--- src/common/dsc_cfg_map.svh ---
// Purpose: Slave address, field positions, reset values and counts for dsc block
// Assumes: Included by its bare name
// Notes:   Definitions only
`ifndef DSC_CFG_MAP_SVH
`define DSC_CFG_MAP_SVH

`define DSC_CFG_RESET      8'h00
`define DSC_GAIN_LSB       5
`define DSC_TEMP_BIT       3
`define DSC_REJ_LSB        1
`define DSC_RATE_BIT       0
`define DSC_BITS_PER_BYTE  4'h8
`define DSC_ACK_SLOT       4'h8
`define DSC_READ_BYTES     2'h3
`define DSC_SLAVE_ADDR     7'h14
`define DSC_CONV_CYCLES    16'h0100

`endif

--- src/common/dsc_pkg.sv ---
// Purpose: Types for dsc slave front end
// Assumes: Nothing
// Notes:   Holds types only
`default_nettype none
package dsc_pkg;

   typedef struct packed {
      logic [2:0] gain_sel;
      logic       reserved_bit;
      logic       temp_sensor_select;
      logic       rejection_sel_a;
      logic       rejection_sel_b;
      logic       double_rate_select;
   } dsc_cfg_type;

   typedef struct packed {
      logic        temp_input;
      logic [8:0]  gain;
      logic [1:0]  rejection;
      logic        offset_cal_on;
   } dsc_mode_type;

   typedef enum logic [5:0] {
      ST_IDLE = 6'b00_0001,
      ST_ADDR = 6'b00_0010,
      ST_WDAT = 6'b00_0100,
      ST_RDAT = 6'b00_1000,
      ST_ACK  = 6'b01_0000,
      ST_WAIT = 6'b10_0000
   } dsc_state_type;

endpackage
`default_nettype wire

--- src/hw/dsc_i2c_slave.sv ---
// Purpose: I2C slave serial front end with configuration word capture
// Assumes: sys_clk_i far faster than scl; pins already pulled up outside
// Notes:   Conversion itself is modelled by a timer and a result input
`default_nettype none
`include "dsc_cfg_map.svh"

module dsc_i2c_slave
   import dsc_pkg::*;
#(
   parameter int unsigned CONV_CYCLES = 256
) (
   // Clock and reset
   input  wire logic         sys_clk_i,
   input  wire logic         rst_n_i,
   // I2C pins
   input  wire logic         scl_i,
   input  wire logic         sda_i,
   output logic              sda_o,
   output logic              sda_oe_n_o,
   // Conversion result
   input  wire logic [17:0]  result_i,
   // Mode and status
   output dsc_mode_type      mode_o,
   output logic              converting_o,
   output logic              conv_start_o
);

   // ********************************************************
   // Input synchronisers and edge detection
   // ********************************************************
   logic [1:0] scl_sync_reg;
   logic [1:0] sda_sync_reg;
   logic       scl_prev_reg;
   logic       sda_prev_reg;

   always_ff @(posedge sys_clk_i) begin
      if (!rst_n_i) begin
         scl_sync_reg <= 2'h3;
         sda_sync_reg <= 2'h3;
         scl_prev_reg <= 1'b1;
         sda_prev_reg <= 1'b1;
      end else begin
         scl_sync_reg <= {scl_sync_reg[0], scl_i};
         sda_sync_reg <= {sda_sync_reg[0], sda_i};
         scl_prev_reg <= scl_sync_reg[1];
         sda_prev_reg <= sda_sync_reg[1];
      end
   end

   logic scl_s;
   logic sda_s;
   logic scl_rise;
   logic scl_fall;
   logic start_det;
   logic stop_det;

   assign scl_s     = scl_sync_reg[1];
   assign sda_s     = sda_sync_reg[1];
   assign scl_rise  = scl_s && !scl_prev_reg;
   assign scl_fall  = !scl_s && scl_prev_reg;
   assign start_det = scl_s && scl_prev_reg && sda_prev_reg && !sda_s;
   assign stop_det  = scl_s && scl_prev_reg && !sda_prev_reg && sda_s;

   // ********************************************************
   // Mode decode
   // ********************************************************
   function automatic dsc_mode_type decode_mode(input dsc_cfg_type c);
      dsc_mode_type m;
      m.temp_input    = c.temp_sensor_select;
      m.rejection     = {c.rejection_sel_a, c.rejection_sel_b};
      if (c.temp_sensor_select) begin
         m.gain          = 9'h001;
         m.offset_cal_on = 1'b1;
      end else if (c.double_rate_select) begin
         m.gain          = 9'h001 << c.gain_sel;
         m.offset_cal_on = 1'b0;
      end else begin
         m.gain          = (c.gain_sel == 3'h0) ? 9'h001 :
                           9'(9'h002 << c.gain_sel);
         m.offset_cal_on = 1'b1;
      end
      return m;
   endfunction

   // ********************************************************
   // Serial state machine
   // ********************************************************
   dsc_state_type state_reg;
   logic [3:0]    bit_cnt_reg;
   logic [7:0]    shift_reg;
   logic          is_read_reg;
   logic          ack_me_reg;
   logic [1:0]    rd_byte_reg;
   logic          wrote_reg;
   logic [23:0]   out_word_reg;
   dsc_cfg_type   cfg_reg;
   dsc_cfg_type   pend_cfg_reg;
   logic          read_done;

   assign read_done = (state_reg == ST_ACK) && is_read_reg && scl_fall &&
                      (rd_byte_reg == `DSC_READ_BYTES);

   always_ff @(posedge sys_clk_i) begin
      if (!rst_n_i) begin
         state_reg   <= ST_IDLE;
         bit_cnt_reg <= 4'h0;
         shift_reg   <= 8'h00;
         is_read_reg <= 1'b0;
         ack_me_reg  <= 1'b0;
         rd_byte_reg <= 2'h0;
         wrote_reg   <= 1'b0;
      end else if (start_det) begin
         state_reg   <= ST_ADDR;
         bit_cnt_reg <= 4'h0;
         rd_byte_reg <= 2'h0;
      end else if (stop_det) begin
         state_reg   <= ST_IDLE;
         wrote_reg   <= 1'b0;
      end else if (read_done) begin
         state_reg   <= ST_WAIT;
      end else begin
         case (state_reg)
            ST_ADDR, ST_WDAT, ST_RDAT: begin
               if (scl_rise && state_reg != ST_RDAT) begin
                  shift_reg <= {shift_reg[6:0], sda_s};
               end
               if (scl_rise) begin
                  bit_cnt_reg <= 4'(bit_cnt_reg + 4'h1);
               end
               if (scl_fall && bit_cnt_reg == `DSC_BITS_PER_BYTE) begin
                  state_reg <= ST_ACK;
                  if (state_reg == ST_ADDR) begin
                     is_read_reg <= shift_reg[0];
                     ack_me_reg  <= (shift_reg[7:1] == `DSC_SLAVE_ADDR) &&
                                    !converting_o &&
                                    !(shift_reg[0] && rd_byte_reg != 2'h0);
                  end else if (state_reg == ST_WDAT) begin
                     wrote_reg   <= 1'b1;
                     ack_me_reg  <= 1'b1;
                  end else begin
                     rd_byte_reg <= 2'(rd_byte_reg + 2'h1);
                     ack_me_reg  <= 1'b0;
                  end
               end
            end
            ST_ACK: begin
               if (scl_rise) begin
                  bit_cnt_reg <= 4'(bit_cnt_reg + 4'h1);
                  if (is_read_reg && rd_byte_reg != 2'h0) begin
                     ack_me_reg <= !sda_s;
                  end
               end
               if (scl_fall && bit_cnt_reg == 4'h9) begin
                  bit_cnt_reg <= 4'h0;
                  if (!is_read_reg && ack_me_reg && !wrote_reg) begin
                     state_reg <= ST_WDAT;
                  end else if (is_read_reg && ack_me_reg) begin
                     state_reg  <= ST_RDAT;
                     ack_me_reg <= 1'b0;
                  end else begin
                     state_reg <= ST_WAIT;
                  end
               end
            end
            ST_IDLE, ST_WAIT: begin
               bit_cnt_reg <= 4'h0;
            end
            default: state_reg <= ST_IDLE;
         endcase
      end
   end

   // ********************************************************
   // Configuration capture
   // ********************************************************
   always_ff @(posedge sys_clk_i) begin
      if (!rst_n_i) begin
         pend_cfg_reg <= `DSC_CFG_RESET;
      end else if (state_reg == ST_WDAT && scl_fall &&
                   bit_cnt_reg == `DSC_BITS_PER_BYTE) begin
         pend_cfg_reg <= shift_reg;
      end
   end

   // ********************************************************
   // Conversion timer
   // ********************************************************
   logic [15:0] conv_cnt_reg;
   logic        conv_go;

   assign conv_go = (stop_det && wrote_reg) || read_done;

   always_ff @(posedge sys_clk_i) begin
      if (!rst_n_i) begin
         converting_o <= 1'b1;
         conv_start_o <= 1'b0;
         conv_cnt_reg <= 16'(CONV_CYCLES);
         cfg_reg      <= `DSC_CFG_RESET;
         out_word_reg <= 24'h00_0000;
         mode_o       <= decode_mode(`DSC_CFG_RESET);
      end else begin
         conv_start_o <= conv_go;
         if (conv_go) begin
            converting_o <= 1'b1;
            conv_cnt_reg <= 16'(CONV_CYCLES);
            if (stop_det && wrote_reg) begin
               cfg_reg <= pend_cfg_reg;
               mode_o  <= decode_mode(pend_cfg_reg);
            end
         end else if (converting_o) begin
            if (conv_cnt_reg == 16'h0000) begin
               converting_o <= 1'b0;
               out_word_reg <= {result_i, cfg_reg[7:5],
                                cfg_reg[3:1]};
            end else begin
               conv_cnt_reg <= 16'(conv_cnt_reg - 16'h0001);
            end
         end
      end
   end

   // ********************************************************
   // Open-drain data driver
   // ********************************************************
   logic [4:0] rd_index;

   assign rd_index = 5'(5'd23 - 5'(rd_byte_reg) * 5'd8 -
                        5'(bit_cnt_reg));

   always_ff @(posedge sys_clk_i) begin
      if (!rst_n_i) begin
         sda_oe_n_o <= 1'b1;
         sda_o      <= 1'b0;
      end else if (start_det || stop_det) begin
         sda_oe_n_o <= 1'b1;
      end else if (scl_fall) begin
         sda_o <= 1'b0;
         if (state_reg != ST_ACK && bit_cnt_reg == `DSC_BITS_PER_BYTE &&
             state_reg != ST_RDAT &&
             (state_reg == ST_WDAT ||
              ((shift_reg[7:1] == `DSC_SLAVE_ADDR) && !converting_o &&
               !(shift_reg[0] && rd_byte_reg != 2'h0)))) begin
            sda_oe_n_o <= 1'b0;
         end else if (state_reg == ST_ACK && bit_cnt_reg == 4'h9 &&
                      is_read_reg && ack_me_reg &&
                      rd_byte_reg != `DSC_READ_BYTES) begin
            sda_oe_n_o <= out_word_reg[5'(5'd23 - 5'(rd_byte_reg) * 5'd8)];
         end else if (state_reg == ST_RDAT &&
                      bit_cnt_reg < `DSC_BITS_PER_BYTE) begin
            sda_oe_n_o <= out_word_reg[rd_index];
         end else begin
            sda_oe_n_o <= 1'b1;
         end
      end
   end

   // ********************************************************
   // Checks
   // ********************************************************
   property p_never_high;
      @(posedge sys_clk_i) disable iff (!rst_n_i)
      !sda_o;
   endproperty
   a_never_high: assert property (p_never_high)
      else $error("data driven high");

   property p_idle_release;
      @(posedge sys_clk_i) disable iff (!rst_n_i)
      stop_det |=> sda_oe_n_o;
   endproperty
   a_idle_release: assert property (p_idle_release)
      else $error("data held after stop");

   property p_start_addr;
      @(posedge sys_clk_i) disable iff (!rst_n_i)
      start_det |=> state_reg == ST_ADDR && bit_cnt_reg == 4'h0;
   endproperty
   a_start_addr: assert property (p_start_addr)
      else $error("start not taken");

   property p_stop_idle;
      @(posedge sys_clk_i) disable iff (!rst_n_i)
      stop_det && !start_det |=> state_reg == ST_IDLE;
   endproperty
   a_stop_idle: assert property (p_stop_idle)
      else $error("stop not taken");

   property p_change_low;
      @(posedge sys_clk_i) disable iff (!rst_n_i)
      $changed(sda_oe_n_o) && !$past(start_det) && !$past(stop_det)
         |-> !scl_prev_reg;
   endproperty
   a_change_low: assert property (p_change_low)
      else $error("data changed with clock high");

   property p_cfg_hold;
      @(posedge sys_clk_i) disable iff (!rst_n_i)
      !$past(conv_go) |-> $stable(cfg_reg);
   endproperty
   a_cfg_hold: assert property (p_cfg_hold)
      else $error("configuration changed without write");

   property p_busy_nack;
      @(posedge sys_clk_i) disable iff (!rst_n_i)
      state_reg == ST_ADDR && converting_o ##1 state_reg == ST_ACK
         |-> !ack_me_reg;
   endproperty
   a_busy_nack: assert property (p_busy_nack)
      else $error("ack while converting");

   property p_conv_go;
      @(posedge sys_clk_i) disable iff (!rst_n_i)
      conv_go |=> converting_o && conv_start_o;
   endproperty
   a_conv_go: assert property (p_conv_go)
      else $error("conversion not started");

   property p_temp_gain;
      @(posedge sys_clk_i) disable iff (!rst_n_i)
      mode_o.temp_input |-> mode_o.gain == 9'h001 && mode_o.offset_cal_on;
   endproperty
   a_temp_gain: assert property (p_temp_gain)
      else $error("temperature mode gain wrong");

endmodule
`default_nettype wire

--- config.mk ---
export PLATFORM = sky130hd
export DESIGN_NAME = dsc_i2c_slave
export DESIGN_NICKNAME = d
export VERILOG_FILES = /design/src/common/dsc_pkg.sv /design/src/hw/dsc_i2c_slave.sv
export VERILOG_INCLUDE_DIRS = /design/src /design/src/common
export SDC_FILE = /design/constraint.sdc
export NUM_CORES = 1
export LEC_CHECK = 0
export ABC_AREA = 1
export BUFFER_PORTS_ARGS = -buffer_cell sky130_fd_sc_hd__buf_4
export CAP_MARGIN = 10
export CORE_ASPECT_RATIO = 1.75
export CORE_MARGIN = 2
export CORE_UTILIZATION = 50
export CTS_CLUSTER_SIZE = 25
export DETAILED_ROUTE_END_ITERATION = 6
export PLACE_DENSITY = 0.68
export SLEW_MARGIN = 20
export SYNTH_ARGS = -nofsm -noshare
export SYNTH_HDL_FRONTEND = slang
export SYNTH_SLANG_ARGS = --single-unit
--- constraint.sdc ---
create_clock -name sys_clk_i -period 4.3 [get_ports sys_clk_i]
set_input_delay 0 -clock sys_clk_i [delete_from_list [all_inputs] [get_ports sys_clk_i]]
set_output_delay 0 -clock sys_clk_i [all_outputs]
set_load 0.05 [all_outputs]
# After elaboration in Yosys (flattened, before gate mapping)

Cells that the tools add are included.

Bits in registers: 97
Bits in latches: 0
Bits in writable memories: 0
ROM bits: 0
Output and inout port bits: 17
Logic and storage cells: 181
Memories kept: 0

Add/subtract/negate cells: 5
$mul: 0
Divide/modulo/power cells: 0
$lt $le $gt $ge: 3
Eq/ne operators: 23
Shifts and indexed selects: 2
Mux-type cells: 40
Bitwise gates (word level): 9
Reductions and logical operators: 69

Operators by type and width:

| cell                  | count |
|---|---|
| $logic_and 1x1->1     | 31 |
| $mux 6                | 5 |
| $mux 9                | 3 |
| $mux 1                | 23 |
| $pmux 6 s3            | 1 |
| $reduce_and 6->1      | 3 |
| $logic_not 16->1      | 1 |
| $sub 16x1->16 const B | 1 |
| $reduce_and 3->1      | 5 |
| $lt 5x6->1 const B    | 2 |
| $ne 2x2->1 const B    | 6 |
| $pmux 4 s3            | 1 |
| $bmux 1 s5            | 2 |
| $ne 5x5->1 const B    | 2 |
| $reduce_and 5->1      | 2 |
| $reduce_bool 2->1     | 5 |
| $not 1->1             | 9 |
| $shl 1x3->9 const A   | 1 |
| $shl 2x3->9 const A   | 1 |
| $eq 4x4->1 const B    | 2 |
| $logic_not 1->1       | 8 |
| $mux 4                | 2 |
| $reduce_or 2->1       | 4 |
| $eq 7x5->1 const B    | 1 |
| 24 further kinds      | 30 |

# Logic depth before layout (Yosys ltp)

Depth in word-level cells: 9
Mapped depth: 11

# Least setup slack after synthesis

Ideal clock, no wire load.

Kind: register to register
Start: reg conv_cnt_reg[0]
End: reg out_word_reg[3]
Arrival time: 1.403 ns
Required time: 4.188 ns
Setup slack: 2.786 ns
Stages on the path, launching flop included: 12
Period minus slack after synthesis: 1.514 ns
Path through: dfxtp_1 -> inv_1 -> ha_1 -> inv_1 -> nor2_1 -> nand4_2 -> nor2_2 -> nand2_4 -> buf_12 -> buf_12 -> nor2_2 -> nor2_1

Word-level cells in the longest chain between the ends: 2

Ends and longest elaborated chain:

| what                              | line                 | RTL |
|---|---|---|
| start, declared                   | dsc_i2c_slave.sv:188 | `logic [15:0] conv_cnt_reg;` |
| start signal, assigned            | dsc_i2c_slave.sv:197 | `conv_cnt_reg <= 16'(CONV_CYCLES);` |
| start signal, assigned            | dsc_i2c_slave.sv:205 | `conv_cnt_reg <= 16'(CONV_CYCLES);` |
| start signal, assigned            | dsc_i2c_slave.sv:216 | `conv_cnt_reg <= 16'(conv_cnt_reg - 16'h0001);` |
| $logic_not 16->1                  | dsc_i2c_slave.sv:211 | `if (conv_cnt_reg == 16'h0000) begin` |
| $reduce_and 3->1 (no source line) | n/a                  |  |
| end signal, assigned              | dsc_i2c_slave.sv:213 | `out_word_reg <= {result_i, cfg_reg[7:5],` |
| end, declared                     | dsc_i2c_slave.sv:95  | `logic [23:0] out_word_reg;` |

Every way passes these cells.
A chain may end at the register's enable or synchronous reset.

# Worst setup path in the final report

Start: reg bit_cnt_reg[0]
End: reg state_reg[3]

Word-level cells in the longest chain between the ends: 4
Elaborated cells on any way between the ends: 7
Classes of those cells: eq/ne: 4; reduce/logical: 3

Ends and longest elaborated chain:

| what                                        | line                 | RTL |
|---|---|---|
| start, declared                             | dsc_i2c_slave.sv:89  | `logic [3:0] bit_cnt_reg;` |
| start signal, assigned                      | dsc_i2c_slave.sv:128 | `bit_cnt_reg <= 4'(bit_cnt_reg + 4'h1);` |
| start signal, assigned                      | dsc_i2c_slave.sv:148 | `bit_cnt_reg <= 4'(bit_cnt_reg + 4'h1);` |
| $eq 4x4->1, on equally long branches        | n/a                  |  |
| $logic_and 1x1->1, on equally long branches | n/a                  |  |
| $ne 2x2->1 (no source line)                 | n/a                  |  |
| $reduce_and 3->1 (no source line) *         | n/a                  |  |
| end signal, assigned                        | dsc_i2c_slave.sv:156 | `state_reg <= ST_WDAT;` |
| end signal, assigned                        | dsc_i2c_slave.sv:158 | `state_reg <= ST_RDAT;` |
| end signal, assigned                        | dsc_i2c_slave.sv:161 | `state_reg <= ST_WAIT;` |
| end, declared                               | dsc_i2c_slave.sv:88  | `dsc_state_type state_reg;` |

Mark *: on every way between the ends. The rest lies on a longest branch, timed or not.

==> metrics.yaml <==
global_routing:
  grt-ovfl-total: 0
  antenna_found_initial: 0
  grt_max_degree: 49
  grt_pass1_wl_microns: 19400
  grt_util_met3: 0.0447
  met2_usage: 0.451
  grtUsageTotal: 0.232
  gr-usage-met1: 0.220
  grt-busiest-layer: "met2"
  grt_pass1_vias: 4419
die:
  die-area_sq_um: 10700
  die_h_microns: 135
  core_area_sq_um: 9730
  std_cell_rows: 48
  ioPinCount: 39
  start_util: 0.507
  die_x_microns: 79.1
timing:
  skew_ps: 4.81
  rsz0062_at_grt: "no"
  hold_violations: 0
  setup_viol: 0
  slew_viol_final: 0
  min_period_over_period: 0.552
  fmax_mhz: 421
  min_period_ps: 2370
  postLayoutSetupSlackWorst_ps: 1930
  setup_tns_ps: 0
  max_slew_margin: 0.488
  worst_pin_slew_ps: 767
critical_path:
  reg2reg_from: "bit_cnt_reg[0]$_SDFFE_PP0P_"
  reg2reg_slack_ps: 1930
  startpoint_type: "register"
  r2r_cells: 9
  worstPathRequired_ps: 4530
  crit_end: "state_reg[3]$_SDFFE_PP0P_"
  criticalPathCategory: "reg2reg"
  startpoint: "bit_cnt_reg[0]$_SDFFE_PP0P_"
  critPathMaxFanout: 22
  crit_path_end_kind: "register"
  cp.arrival_ps: 2610
  r2r_end: "state_reg[3]$_SDFFE_PP0P_"
logic_synthesis:
  ys_seq_area_frac: 0.385
  synth_warnings: 0
  ys_top_cells_by_area: "dfxtp_1, nand2_1, nor2_1"
  syn_avg_cell_area_sq_um: 6.91
  yosysTopAreaCellShare: 0.385
  yosys.area.top_type: "dfxtp_1"
  ys_ff_latch: 95
  synthArstFlopShare: 0
  synth_area_sq_um: 4940
  syn_nets: 744
  syn_inst: 715
  synth_edf_count: 0
  synth_ff_type: "dfxtp_1"
  synth_cell_types: 38
cts:
  clkSlewWorstSetupHoldPaths_ps: 60
  numCtsBuffers: 9
  cts.repair.resized: 0
  cts_max_level: 3
  clock-root-buffer: "clkbuf_16"
  clock_sinks: 95
  clk_latency_ps: 340
  cts_tree: "yes"
  clk_path_buf_depth: 2
power:
  seqPwrFrac: 0.413
  p_comb_frac: 0.269
  leakage_nw: 2.63
  p_clk_frac: 0.318
  power_switching_share: 0.341
  power.switching_w: 0.000861
  worst_ir_drop_vdd_mv: 0.292
  powerDensity_nw_per_um2: 444
  p_int_w: 0.00167
place:
  placed_area_sq_um: 5190
  gp_congestion: 0.932
  pre_cts_slack_ps: 2000
  dpl.hpwl_microns: 8490
  numPortBuffers: 37
final_layout:
  fillers: 942
  nets: 786
  area_delta_synth_final_pct: 15.2
  antennaDiodeCount: 0
  layout-drive-gt1-share: 0.146
  largest_reg_flops: 24
  fin_area_sq_um: 5690
worst_hold_path:
  worstHoldPathType: "in2reg"
  whs_path_depth: 2
drt:
  drc: 0
  routed_wl_microns: 11700
  wire_per_inst_microns: 13.2
  dr.first_iter.drc_count: 244
  via_count: 4589
  drt_pre_antenna_iters: 5
  antenna_left: 0
  drt-vias-per-instance: 5.18
flow_run:
  max_cap_violations: 0
outcome:
  outcome: "finished, final reports clean"
-- per-stage QoR --
step,util,instances,total power (W),hold WS (ps)
6_report,0.585,886,0.00253,61.9
5_1_grt,0.585,886,0.00268,70.7
4_1_cts,0.585,886,0.00254,62.9
3_5_place_dp,0.534,851,0.00172,190
3_3_place_gp,0.534,851,0.00170,188
2_1_floorplan,-,715,0.00158,107
-- how the worst min path moves through the flow --
| stage | end | start |
|---|---|---|
| detailed placement | sda_sync_reg[0]$_SDFF_PN1_ | sda_i |
| floorplan | scl_sync_reg[0]$_SDFF_PN1_ | scl_i |
| global placement | sda_sync_reg[0]$_SDFF_PN1_ | sda_i |
| CTS | scl_prev_reg$_SDFF_PN1_ | rst_n_i |
| global route | scl_prev_reg$_SDFF_PN1_ | rst_n_i |
| finish | scl_prev_reg$_SDFF_PN1_ | rst_n_i |
-- per-layer routing --
metal / vias to the layer above / share of wire / routed length (microns)
met5: - / 0 / 0
met4: 0 / 0.038 / 439
met3: 35 / 0.024 / 278
met2: 83 / 0.56 / 6550
met1: 2120 / 0.38 / 4430
li1: 2351 / - / -
-- synth_stat cells, types with 9 or more instances --
cell / n
nand2_1: 179
dfxtp_1: 95
nor2_1: 93
inv_1: 77
a21oi_1: 46
nand3_1: 41
o21ai_0: 28
nor2_2: 26
nor3_1: 14
o211ai_1: 12
clkbuf_1: 10
nand4_1: 9
xor2_1: 9
-- logic make-up (layout without fill, tap and decap cells) --
family	Yosys count	after routing	share of synthesized area
AOI/OAI and AO/OA	96	96	0.110
xor gates and xnor gates	14	14	0.0248
adders and majority gates	7	7	0.0177
buffers and inverters	114	160	0.105
DFF	95	95	0.385
other	1	1	0.000760
and+or+nand+nor	388	388	0.357
-- cell type report --
type / count / area (sq um) / share of cell area
repair buffers: 57 / 478 / 0.0840
well taps: 125 / 156 / 0.0275
multi-input cells: 506 / 2520 / 0.443
clock inverters: 4 / 55.1 / 0.00968
inverters: 88 / 337 / 0.0592
flip-flops and latches: 95 / 1900 / 0.334
clock buffers: 11 / 243 / 0.0427
-- power groups by stage --
stage | registers (W) | logic, W | clock network [W]
floorplan | 0.00104 | 0.000534 | 0
global placement | 0.00106 | 0.000638 | 0
detailed placement | 0.00106 | 0.000656 | 0
CTS | 0.00104 | 0.000675 | 0.000823
global route | 0.00105 | 0.000766 | 0.000863
finish | 0.00104 | 0.000680 | 0.000804
-- critical path, cell delays in order, from the launching register on --
cell and delay, ps:
dfxtp_1 780, clkinv_1 470, nand4_1 240, nor2_1 70, inv_2 110, o21ai_1 140, nand2_1 200, inv_2 70
nor2_1 130, nor3_2 50
-- timing repair --
action	4_1_cts	5_1_grt
endpoints found under the hold margin	20	0
setup buffers	0	0
hold buffers	20	0
-- cell usage in the layout (no fill, tap or decap), drive strengths merged, types with 5 or more instances in the layout --
master,instances
a21oi,46
o21ai,29
a211oi,7
nand2,184
ha,7
dfxtp,95
nor2,126
xor2,9
nand4,10
nor3,17
or2,6
dlygate4sd3,20
buf,37
xnor2,5
clkinv,6
o211ai,12
inv,84
nand3,43
clkbuf,11
(Power assumes the default switching activity.)
